===== config.mk =====
export PLATFORM = sky130hd
export DESIGN_NAME = srsc_rx_csr
export DESIGN_NICKNAME = d
export VERILOG_FILES = /design/src/core/srsc_char_table.v /design/src/core/srsc_rx_csr.v
export VERILOG_INCLUDE_DIRS = /design/src /design/src/core
export SDC_FILE = /design/constraint.sdc
export NUM_CORES = 1
export LEC_CHECK = 0
export BUFFER_PORTS_ARGS = -buffer_cell sky130_fd_sc_hd__buf_2
export CAP_MARGIN = 20
export CORE_MARGIN = 1
export CORE_UTILIZATION = 55
export CTS_BUF_LIST = sky130_fd_sc_hd__clkbuf_16
export DETAILED_ROUTE_END_ITERATION = 8
export GPL_TIMING_DRIVEN = 0
export MAX_ROUTING_LAYER = met4
export PLACE_DENSITY = 0.85
export SYNTH_ARGS = -nofsm -noshare
export SYNTH_HDL_FRONTEND = slang
export SYNTH_SLANG_ARGS = --single-unit
export TNS_END_PERCENT = 50

===== constraint.sdc =====
create_clock -name mclk -period 8.1 [get_ports mclk]
set_input_delay 0.405 -clock mclk [delete_from_list [all_inputs] [get_ports mclk]]
set_output_delay 0.405 -clock mclk [all_outputs]
set_load 0.02 [all_outputs]

===== src/core/srsc_rx_csr_map.vh =====
// bit positions, reset values and sizes of the receive control/status word
`ifndef SRSC_RX_CSR_MAP_VH
`define SRSC_RX_CSR_MAP_VH

`define SRSC_W_BITS        16
`define SRSC_B_BUF_SET     2
`define SRSC_B_HALF_DUPLEX 3
`define SRSC_B_CHAR_MATCH_IRQ_ENABLE     4
`define SRSC_B_DONE_IE     5
`define SRSC_B_DONE_SEC    6
`define SRSC_B_DONE_PRI    7
`define SRSC_F_ADDR_LO     8
`define SRSC_F_ADDR_HI     11
`define SRSC_B_RX_ACTIVE   12
`define SRSC_B_CHAR_FLAG   15
`define SRSC_ADDR_BITS     4
`define SRSC_CHAR_CNT      16
`define SRSC_BYTE_BITS     8
`define SRSC_PTR_CHAR_TBL  4'h8
`define SRSC_SYNC_BASIC    4'h8
`define SRSC_ZERO_W        16'h0000
`define SRSC_ZERO_ADDR     4'h0
`define SRSC_ZERO_BYTE     8'h00

`endif


===== src/core/srsc_char_table.v =====
// sixteen recognisable character patterns with registered read and parallel match
`timescale 1ns/1ps
`default_nettype none
`include "srsc_rx_csr_map.vh"

module srsc_char_table #(
   parameter WIDTH = 16,
   parameter DEPTH = 16,
   parameter AW    = 4
) (
   input  wire             mclk,       // interface clock
   input  wire             wr_en,      // pattern write strobe
   input  wire [AW-1:0]    addr,       // pattern address for read and write
   input  wire [WIDTH-1:0] wr_data,    // pattern write data
   output reg  [WIDTH-1:0] rd_data,    // registered pattern read data
   input  wire [WIDTH-1:0] cand,       // character under test
   input  wire             cand_wide,  // candidate wider than a byte or doubled
   output reg              hit,        // some pattern matches
   output reg  [AW-1:0]    hit_addr    // lowest matching address
);

   reg [WIDTH-1:0] pat [0:DEPTH-1];
   integer i;

   // narrow characters meet the upper-byte pattern only
   function match;
      input [WIDTH-1:0] p;
      input [WIDTH-1:0] c;
      input             wide;
      begin
         if (wide)
            match = (p == c);
         else
            match = (p[WIDTH-1:`SRSC_BYTE_BITS] == c[`SRSC_BYTE_BITS-1:0]);
      end
   endfunction

   always @(posedge mclk)
   begin
      if (wr_en)
         pat[addr] <= wr_data;
      rd_data <= pat[addr];
   end

   always @*
   begin
      hit      = 1'b0;
      hit_addr = {AW{1'b0}};
      for (i = DEPTH - 1; i >= 0; i = i - 1)
         if (match(pat[i], cand, cand_wide))
         begin
            hit      = 1'b1;
            hit_addr = i[AW-1:0];
         end
   end

endmodule // srsc_char_table
`default_nettype wire


===== src/core/srsc_rx_csr.v =====
// receive control and status word of the synchronous line interface
// How it works
// - buffer-set bit read-only, cleared by reset; zero means primary pair
// - half-duplex bit inhibits receiver while transmit active; read/write, reset clears
// - character interrupt enable lets the character flag request the receive vector
// - in double-character mode a flagged character reaches memory one character later
// - done enable requests the receive vector while either done flag is set
// - done flags set on own count overflow or by recognition sequence control
// - both done flags are software read/write and cleared by reset
// - four-bit field latches address of the character that set the flag
// - total transparency suppresses all character recognition
// - basic unit, field bits 8 to 10 flag preset control characters 0 to 2
// - field bit 11 follows sync detection, which can set the character flag
// - narrow characters match upper byte only; wider ones use both bytes
// - with recognition, field holds binary address, stable one character time
// - field writable only while neither transmit nor receive active
// - receive active set after one or two consecutive sync characters
// - early end of transfer leaves buffer-set bit unchanged
// - character flag sets on every detection; interrupt only when enabled
`timescale 1ns/1ps
`default_nettype none
`include "srsc_rx_csr_map.vh"

module srsc_rx_csr #(
   parameter       RECOG_OPT  = 1,        // recognition option fitted
   parameter       SYNC_COUNT = 2,        // sync characters needed, 1 or 2
   parameter       ACT_ON_DATA = 0,       // active on first non-sync character
   parameter [15:0] CTRL_CHAR0 = 16'h0000, // basic unit preset control character 0
   parameter [15:0] CTRL_CHAR1 = 16'h0000, // basic unit preset control character 1
   parameter [15:0] CTRL_CHAR2 = 16'h0000  // basic unit preset control character 2
) (
   input  wire        mclk,         // interface clock, 20 MHz
   input  wire        sys_rst,      // initialize, synchronous active high
   input  wire        master_clear, // master clear pulse
   input  wire        csr_wr,       // write strobe for the status word
   input  wire [1:0]  csr_be,       // byte enables, bit 1 upper byte
   input  wire [15:0] csr_wdata,    // write data
   output reg  [15:0] csr_rdata,    // read data of the status word
   input  wire [3:0]  regerr_ptr,   // register/error pointer field
   input  wire        total_transp, // total transparency mode
   input  wire        win_wr,       // indirect window write strobe
   input  wire [15:0] win_wdata,    // indirect window write data
   output wire [15:0] win_rdata,    // indirect window read data
   input  wire        rx_go,        // receive go
   input  wire        rx_term,      // transfer-ending flag
   input  wire        tx_active,    // transmitter active
   input  wire        cc_ovf_pri,   // primary count overflow pulse
   input  wire        cc_ovf_sec,   // secondary count overflow pulse
   input  wire        seq_done_pri, // sequence control sets primary done
   input  wire        seq_done_sec, // sequence control sets secondary done
   input  wire        rx_char_stb,  // assembled character pulse
   input  wire [15:0] rx_char,      // assembled character
   input  wire        rx_char_wide, // wide or double character
   input  wire        rx_double,    // double-character transfer
   input  wire        sync_det,     // sync character seen on this strobe
   input  wire        sync_flag_en, // sync detection raises the character flag
   input  wire        sync_lost,    // forces resynchronisation
   output wire        rx_enable,    // receiver not inhibited
   output reg         mem_xfer_stb, // character may go to memory
   output reg         rx_irq        // receive vector request
);

   ////////////////////////////////////////////////////////////////////////////
   reg        buf_set;
   reg        half_duplex;
   reg        char_match_irq_enable;
   reg        done_ie;
   reg        done_pri;
   reg        done_sec;
   reg  [3:0] char_addr;
   reg        char_flag;
   reg        rx_active;
   reg        xfer_hold;
   reg  [5:0] sync_st;
   reg  [5:0] next_sync_st;

   localparam [5:0] ST_HUNT = 6'b000001;
   localparam [5:0] ST_ONE  = 6'b000010;
   localparam [5:0] ST_TWO  = 6'b000100;

   wire clr       = sys_rst | master_clear;
   wire wr_lo     = csr_wr & csr_be[0];
   wire wr_hi     = csr_wr & csr_be[1];
   wire char_in   = rx_char_stb & rx_enable;
   wire recog_on  = char_in & ~total_transp;
   wire tbl_hit;
   wire [3:0] tbl_addr;
   wire addr_wr_ok = (RECOG_OPT != 0) & ~tx_active & ~rx_active;
   wire tbl_sel   = (regerr_ptr == `SRSC_PTR_CHAR_TBL);

   assign rx_enable = rx_go & ~(half_duplex & tx_active);

   srsc_char_table #(
      .WIDTH (`SRSC_W_BITS),
      .DEPTH (`SRSC_CHAR_CNT),
      .AW    (`SRSC_ADDR_BITS)
   ) u_tbl (
      .mclk      (mclk),
      .wr_en     (win_wr & tbl_sel),
      .addr      (char_addr),
      .wr_data   (win_wdata),
      .rd_data   (win_rdata),
      .cand      (rx_char),
      .cand_wide (rx_char_wide),
      .hit       (tbl_hit),
      .hit_addr  (tbl_addr)
   );

   ////////////////////////////////////////////////////////////////////////////
   // basic unit compare against preset switches
   function sw_match;
      input [15:0] p;
      input [15:0] c;
      input        wide;
      begin
         if (wide)
            sw_match = (p == c);
         else
            sw_match = (p[`SRSC_W_BITS-1:`SRSC_BYTE_BITS] == c[`SRSC_BYTE_BITS-1:0]);
      end
   endfunction

   wire [2:0] basic_hit = {sw_match(CTRL_CHAR2, rx_char, rx_char_wide),
                           sw_match(CTRL_CHAR1, rx_char, rx_char_wide),
                           sw_match(CTRL_CHAR0, rx_char, rx_char_wide)};
   wire sync_hit  = sync_det & sync_flag_en;
   wire det_recog = recog_on & (tbl_hit | sync_hit);
   wire det_basic = recog_on & ((|basic_hit) | sync_hit);
   wire detect    = (RECOG_OPT != 0) ? det_recog : det_basic;
   wire [3:0] det_addr = (RECOG_OPT != 0) ?
                         (tbl_hit ? tbl_addr : `SRSC_SYNC_BASIC) :
                         {sync_hit, basic_hit};

   ////////////////////////////////////////////////////////////////////////////
   // control bits and buffer set
   always @(posedge mclk)
   begin
      if (clr)
      begin
         buf_set     <= 1'b0;
         half_duplex <= 1'b0;
         char_match_irq_enable     <= 1'b0;
         done_ie     <= 1'b0;
      end
      else
      begin
         // only a full count flips the set; go drop or end flag leaves it
         if ((cc_ovf_pri & ~buf_set) | (cc_ovf_sec & buf_set))
            buf_set <= ~buf_set;
         if (wr_lo)
         begin
            half_duplex <= csr_wdata[`SRSC_B_HALF_DUPLEX];
            char_match_irq_enable     <= csr_wdata[`SRSC_B_CHAR_MATCH_IRQ_ENABLE];
            done_ie     <= csr_wdata[`SRSC_B_DONE_IE];
         end
      end
   end

   // done flags: hardware set wins over a software clear
   always @(posedge mclk)
   begin
      if (clr)
      begin
         done_pri <= 1'b0;
         done_sec <= 1'b0;
      end
      else
      begin
         if (cc_ovf_pri | seq_done_pri)
            done_pri <= 1'b1;
         else if (wr_lo)
            done_pri <= csr_wdata[`SRSC_B_DONE_PRI];
         if (cc_ovf_sec | seq_done_sec)
            done_sec <= 1'b1;
         else if (wr_lo)
            done_sec <= csr_wdata[`SRSC_B_DONE_SEC];
      end
   end

   ////////////////////////////////////////////////////////////////////////////
   // character flag and address latch
   always @(posedge mclk)
   begin
      if (clr)
      begin
         char_addr <= `SRSC_ZERO_ADDR;
         char_flag <= 1'b0;
      end
      else
      begin
         if (detect)
            char_flag <= 1'b1;
         else if (wr_hi & ~csr_wdata[`SRSC_B_CHAR_FLAG])
            char_flag <= 1'b0;
         // captures only on strobes, so an address stands a full character time
         if (detect)
            char_addr <= det_addr;
         else if (wr_hi & addr_wr_ok)
            char_addr <= csr_wdata[`SRSC_F_ADDR_HI:`SRSC_F_ADDR_LO];
      end
   end

   ////////////////////////////////////////////////////////////////////////////
   // sync hunt and receive active
   always @*
   begin
      next_sync_st = sync_st;
      case (sync_st)
         ST_HUNT:
            if (char_in & sync_det)
               next_sync_st = (SYNC_COUNT == 1) ? ST_TWO : ST_ONE;
         ST_ONE:
            if (char_in)
               next_sync_st = sync_det ? ST_TWO : ST_HUNT;
         ST_TWO:
            next_sync_st = ST_TWO;
         default:
            next_sync_st = ST_HUNT;
      endcase
      if (~rx_go | sync_lost)
         next_sync_st = ST_HUNT;
   end

   always @(posedge mclk)
   begin
      if (clr)
      begin
         sync_st   <= ST_HUNT;
         rx_active <= 1'b0;
      end
      else
      begin
         sync_st <= next_sync_st;
         if (~rx_go | sync_lost)
            rx_active <= 1'b0;
         else if (sync_st == ST_TWO &&
                  (ACT_ON_DATA == 0 || (char_in && !sync_det)))
            rx_active <= 1'b1;
      end
   end

   ////////////////////////////////////////////////////////////////////////////
   // memory strobe and interrupt request
   always @(posedge mclk)
   begin
      if (clr)
      begin
         xfer_hold    <= 1'b0;
         mem_xfer_stb <= 1'b0;
         rx_irq       <= 1'b0;
      end
      else
      begin
         // the interrupting pair goes out with the next character
         xfer_hold    <= char_in ? (detect & rx_double) : xfer_hold;
         mem_xfer_stb <= char_in & (xfer_hold | ~(detect & rx_double));
         rx_irq       <= (char_flag & char_match_irq_enable) |
                         (done_ie & (done_pri | done_sec));
      end
   end

   always @*
   begin
      csr_rdata = `SRSC_ZERO_W;
      csr_rdata[`SRSC_B_BUF_SET]     = buf_set;
      csr_rdata[`SRSC_B_HALF_DUPLEX] = half_duplex;
      csr_rdata[`SRSC_B_CHAR_MATCH_IRQ_ENABLE]     = char_match_irq_enable;
      csr_rdata[`SRSC_B_DONE_IE]     = done_ie;
      csr_rdata[`SRSC_B_DONE_SEC]    = done_sec;
      csr_rdata[`SRSC_B_DONE_PRI]    = done_pri;
      csr_rdata[`SRSC_F_ADDR_HI:`SRSC_F_ADDR_LO] = char_addr;
      csr_rdata[`SRSC_B_RX_ACTIVE]   = rx_active;
      csr_rdata[`SRSC_B_CHAR_FLAG]   = char_flag;
   end

endmodule // srsc_rx_csr
`default_nettype wire


==> results of run 1 <==
-- metrics by stage --
step | cells | hold WS (ns)
after floorplan | 1120 | 0.436
after global placement | 1578 | 0.444
after detailed placement | 1593 | 0.451
after CTS | 1651 | 0.0137
after global routing | 1652 | 0.0243
final | 1652 | 0.0229
-- registers in the layout, summed over array words and instances (netlist names) --
register	count
u_tbl.pat	256
u_tbl.rd_data	16
char_addr	4
sync_st	3
buf_set	1
char_flag	1
char_match_irq_enable	1
done_ie	1
done_pri	1
done_sec	1
half_duplex	1
mem_xfer_stb	1
rx_active	1
rx_irq	1
xfer_hold	1
-- worst register-to-register path, stage by stage (launching register included) --
cell      delay (ns)
dfxtp_1         0.34
clkbuf_1        0.41
clkbuf_1        0.65
clkbuf_1        0.51
nand3b_1        0.39
nor3_2          0.76
buf_6           0.29
-- synthesized netlist by cell type (2+ instances only) --
library cell and instances:
a31o_1 3, buf_1 6, nor3_1 14, a21oi_1 13
buf_8 5, or2_2 4, clkbuf_1 17, buf_4 36
o21ai_0 7, mux4_2 80, nor2_1 25, o21ai_1 8
nand4_1 44, a31o_2 2, buf_6 10, or4_1 9
xor2_1 151, a211oi_1 4, edfxtp_1 256, xnor2_1 233
or3_1 2, o21a_1 3, nand3b_1 3, buf_2 9
a31oi_1 2, o221a_1 2, mux2i_1 3, buf_12 2
nand4b_1 3, nand2b_1 3, nor4_1 43, nand3_1 36
nand2_1 21, and2_1 2, o311ai_1 2, dfxtp_1 34
nor2b_1 4
-- kinds of logic (layout without fill, tap and decap cells) --
group,after synthesis,in the layout,synth area share
mux,84,84,0.116
flops,290,290,0.528
other cells,1,4,0.000237
buf+inv,85,239,0.0397
compound gates,52,52,0.0225
xor+xnor,384,384,0.212
simple gates,221,221,0.0803
-- per-layer routing --
layer	vias up	global-route usage	share of wire
li1	4417	-	-
met1	5362	0.532	0.40
met2	856	0.532	0.43
met3	118	0.0867	0.13
met4	0	0.123	0.038
met5	-	-	0
-- worst paths after layout --
check               startpoint              end  cells after the start  slack (ns)
hold reg to reg      xfer_hold        xfer_hold                      2        0.47
setup / recovery  char_addr[1]  u_tbl.pat[2][1]                      6        4.44
setup reg to reg  char_addr[1]  u_tbl.pat[2][1]                      6        4.44
hold / removal      cc_ovf_sec          buf_set                      2        0.02
-- power by group --
group / total (uW) / switching, uW / internal (uW) / leakage [uW]
combinational: 327 / 206 / 121 / 0.00273
clock: 1420 / 620 / 796 / 0.000537
sequential: 1640 / 4.41 / 1630 / 0.00258
total: 3380 / 830 / 2550 / 0.00585
-- cell type report --
type,count,area (um2),area share
timing repair buffer,96,619,0.0344
clock buffer,36,901,0.0500
tap,378,473,0.0263
buffer,85,629,0.0350
sequential,290,8370,0.465
clock inverter,22,120,0.00667
multi-input combinational,745,6890,0.383
==> results.toml, run 1 <==
[clocking]
cts_buffer_depth = 3
clkSinkCount = 290
cts_tree = "yes"
cts_resized = 0
cts_buffers = 31
cts-htree-levels = 1
clkLatencyLatePin_ns = 0.59
holdBufCountCts = 0
cts-root-buf = "clkbuf_16"
clkSlewWorstSetupHoldPaths_ns = 0.06
cts_setup_buffers = 0

[pwr]
leakage_uw = 0.00585
power_uw = 3380
vdd_drop_max_mv = 0.235
power_density_nw_per_um2 = 188

[critical_path]
cp-start-kind = "flop"
critPathMaxStageDelay_ns = 0.76
critPathSlowestCell = "nor3_2"
worst-setup-path-type = "flop to flop"
cpMostUsedCell = "clkbuf_1"
cp_num_buf_inv = 4
crit_path_end_kind = "flop"
critical_path_required_ns = 8.38
cp.arrival_ns = 3.94
cp_max_fo = 10
path_cells = "clkbuf_1, clkbuf_1, clkbuf_1, nand3b_1, nor3_2, buf_6"
cp_top_family = "buffers and inverters"

[sta]
setup_violations = 0
fin_ws_ns = 4.44
fin_setup_tns_ns = 0
rsz0062_at_grt = "no"
drv_slew = 0
slew_headroom = 0.250
clock.fmax_mhz = 273
hold_violations = 0
finalCritPeriodShare = 0.452
fin_skew_ns = 0.0172
min_period_ns = 3.66
tightest_slew_ns = 1.13

[drt]
vias = 10800
wl_per_cell_um = 31.6
drtIter0Drc = 1607
drcViolationCount = 0
drtPass1Iterations = 5
routed_wirelength_um = 52300
avgViaCountPerCell = 6.51
postRouteAntennaNets = 0

[die]
fp-row-count = 61
die_h_um = 172
dieArea_um2 = 29500
initial_core_util = 0.564
ios = 108
die_x_um = 172
core-area_um2 = 28100

[global_route]
antenna_found_initial = 1
gr-usage-all-layers = 0.375
grt_pass1_vias = 10200
overflow = 0
grt_pass1_wl_um = 73800
grt_max_degree = 17

[yosys]
syn_area_per_cell_um2 = 14.2
ys_seq_area_frac = 0.528
async_flop_share = 0
synth_area_um2 = 15800
syn_inst = 1117
synth_edf_count = 256
ys.flop_type = "edfxtp_1"
synth.distinct_cells = 53
synth_top_area_cell = "edfxtp_1"
yosys-top-cells-area = "edfxtp_1 49%, xnor2_1 13%, mux4_2 11%"
ys_warn_count = 0
synth_top_area_share = 0.485
synth_seq_cells = 290

[placed_design]
hpwlAfterDp_um = 39000
post_dp_cell_area_um2 = 17000
place_worst_setup_slack_ns = 4.54
io_buffers = 80
gp_congestion = 1.06

[finish]
post-route-cell-area_um2 = 18000
final.fill_count = 2142
diodes = 0
final_common_cell = "edfxtp_1"
drive_gt1_frac = 0.246
utilization = 0.641
layout_common_cells = "256 x edfxtp_1, 233 x xnor2_1, 151 x xor2_1"
nets = 1322
syn_to_final_growth_pct = 13.7

[run]
maxCapViolCount = 0

[worst_hold_path]
min_path_type = "input pin to flop"

[status]
status = "finished, final reports clean"
Power figures use the tool's default switching activity.
==> inputs of run 2 (changes only) <==
--- a/config.mk
+++ b/config.mk
@@ -6,6 +6,7 @@
 export SDC_FILE = /design/constraint.sdc
 export NUM_CORES = 1
 export LEC_CHECK = 0
+export ABC_AREA = 1
 export BUFFER_PORTS_ARGS = -buffer_cell sky130_fd_sc_hd__buf_2
 export CAP_MARGIN = 20
 export CORE_MARGIN = 1
@@ -14,7 +15,7 @@
 export DETAILED_ROUTE_END_ITERATION = 8
 export GPL_TIMING_DRIVEN = 0
 export MAX_ROUTING_LAYER = met4
-export PLACE_DENSITY = 0.85
+export PLACE_DENSITY = 0.84
 export SYNTH_ARGS = -nofsm -noshare
 export SYNTH_HDL_FRONTEND = slang
 export SYNTH_SLANG_ARGS = --single-unit
==> constraint.sdc (replaced) <==
create_clock -name mclk -period 3.61 [get_ports mclk]
set_input_delay 0.1805 -clock mclk [delete_from_list [all_inputs] [get_ports mclk]]
set_output_delay 0.1805 -clock mclk [all_outputs]
set_load 0.02 [all_outputs]
==> results.toml, run 2 <==
[sta]
slew_headroom = 0.251
fin_skew_ns = 0.0118
tightest_slew_ns = 1.12
drv_slew = 0
whs_ns = 0.0253
rsz0062_at_grt = "no"
hold_violations = 0
clock.fmax_mhz = 281
min_period_ns = 3.56
fin_setup_tns_ns = 0
finalCritPeriodShare = 0.987
setup_violations = 0

[clocking]
clkLatencyLatePin_ns = 0.59
cts_buffer_depth = 3
cts_buffers = 31
cts-htree-levels = 1
clkSlewWorstSetupHoldPaths_ns = 0.07
cts_tree = "yes"
clkSinkCount = 290
cts-root-buf = "clkbuf_16"

[critical_path]
critPathSlowestCell = "clkdlybuf4s15_2"
cp_max_fo = 16
cp.arrival_ns = 3.79
worst-setup-path-type = "flop to flop"
cp_top_family = "buffers and inverters"
cp_num_buf_inv = 4
path_cells = "inv_1, nor2_1, clkbuf_2, buf_2, clkdlybuf4s15_2, nand2_2, nor2_4"
critical_path_required_ns = 3.84
cp-start-kind = "flop"
critPathMaxStageDelay_ns = 0.61
crit_path_end_kind = "flop"

[placed_design]
gp_congestion = 1.06
hpwlAfterDp_um = 50100
io_buffers = 85
dp.cells = 2153

[yosys]
synth_edf_count = 256
synth_seq_cells = 290
async_flop_share = 0
ys_top_cells_by_count = "319 x nand2_1, 256 x edfxtp_1, 133 x inv_1"
synth.distinct_cells = 57
ys.flop_type = "edfxtp_1"
syn_area_per_cell_um2 = 9.74
yosys-top-cells-area = "edfxtp_1 47%, nand2_1 7.4%, a22oi_1 4.6%"
ys_warn_count = 0
yosysMostFrequentCell = "nand2_1"
synth_area_um2 = 16300
syn_inst = 1671
synth_top_area_cell = "edfxtp_1"
ys_seq_area_frac = 0.514
synth_top_area_share = 0.473

[global_route]
grt_max_degree = 17
antenna_found_initial = 2
grt_pass1_wl_um = 97700
grt_pass1_vias = 14400
gr-usage-all-layers = 0.473
overflow = 0

[die]
die_x_um = 174
initial_core_util = 0.562
dieArea_um2 = 30300
core-area_um2 = 28900
ios = 108
die_h_um = 174
fp-row-count = 62

[finish]
layout_common_cells = "318 x nand2_1, 256 x edfxtp_1, 139 x inv_1"
final.fill_count = 2334
syn_to_final_growth_pct = 15.3
reg_top3 = "u_tbl.pat (256), u_tbl.rd_data (16), char_addr (4)"
nets = 1903
largest_register_ffs = 256
final_common_cell = "nand2_1"
drive_gt1_frac = 0.159
fin_cells = 2242
largest-register = "u_tbl.pat"

[pwr]
internal_power_uw = 5870
leakage_uw = 0.00717
p_comb_frac = 0.114
switching_share = 0.260
power_density_nw_per_um2 = 423
sequentialPowerShare = 0.464
vdd_drop_max_mv = 0.398
pwr-share-clk = 0.421
power_switching_uw = 2060

[drt]
vias = 15100
routed_wirelength_um = 69900
drtPass1Iterations = 8
wl_per_cell_um = 31.2
postRouteAntennaNets = 0
drcViolationCount = 0
avgViaCountPerCell = 6.73
drtIter0Drc = 2954

[run]
maxCapViolCount = 0

[worst_hold_path]
min_path_type = "input pin to flop"

[status]
status = "finished, final reports clean"
## run 2: changes by cell type after synthesis, sizes merged, moves of 21 or more
cell | previous run | this run
o2111ai | 0 | 23
a21oi | 13 | 64
inv | 0 | 151
o21ai | 16 | 40
nor4 | 45 | 24
a22oi | 0 | 100
mux4 | 80 | 0
o221ai | 0 | 28
nand2 | 21 | 323
xnor2 | 233 | 86
xor2 | 151 | 78
o22ai | 0 | 52
nor2 | 25 | 129
## run 2: per-stage QoR
stage	utilization	instance area, um2	worst slack (ns)	total power (uW)
floorplan	-	16300	0.824	4220
global placement	0.594	17200	-1.39	4570
detailed placement	0.600	17400	-0.996	4580
CTS	0.647	18700	0.174	7850
global route	0.648	18800	0.0332	8050
finish	0.648	18800	0.0478	7930
## run 2: timing repair
action / in CTS / in global routing
hold endpoints to repair: 17 / 0
endpoints found under the setup margin: 171 / 60
pin swaps: 0 / 1
setup buffers: 0 / 1
hold buffers: 27 / 0
gates resized for setup: 12 / 5
gates cloned: 0 / 0
## run 2: worst paths after layout
check               startpoint               end  slack [ns]  cells past startpoint
setup / recovery  char_addr[0]  u_tbl.pat[9][11]        0.05                      7
hold / removal    win_wdata[9]  u_tbl.pat[15][9]        0.03                      1
setup reg to reg  char_addr[0]  u_tbl.pat[9][11]        0.05                      7
hold reg to reg      xfer_hold      mem_xfer_stb        0.47                      2
## run 2: kinds of logic after synthesis
group           Yosys count  share of synthesized area
compound gates          336                      0.142
xor+xnor                164                     0.0897
buf+inv                 256                     0.0816
flops                   290                      0.514
other cells               1                   0.000231
simple gates            624                      0.172
## run 2: area by class of cell
cell class,count,area (um2),area share
Buffer,104,771,0.0411
Timing Repair Buffer,123,851,0.0453
Tap cell,384,480,0.0256
Inverter,152,578,0.0308
Clock buffer,31,776,0.0413
Sequential cell,290,8370,0.446
Clock inverter,27,279,0.0149
Antenna cell,3,7.51,0.000400
Multi-Input combinational cell,1128,6650,0.355
## run 2: routing by layer
metal,share of wire,global-route usage
met3,0.15,0.137
met2,0.43,0.676
met1,0.35,0.597
met4,0.074,0.277
met5,0,-
## run 2: power groups by stage
stage	sequential (uW)	clock (uW)	combinational [uW]
floorplan	3770	0	444
global placement	3750	0	816
detailed placement	3750	0	828
CTS	3680	3310	852
global route	3680	3440	926
finish	3680	3340	907
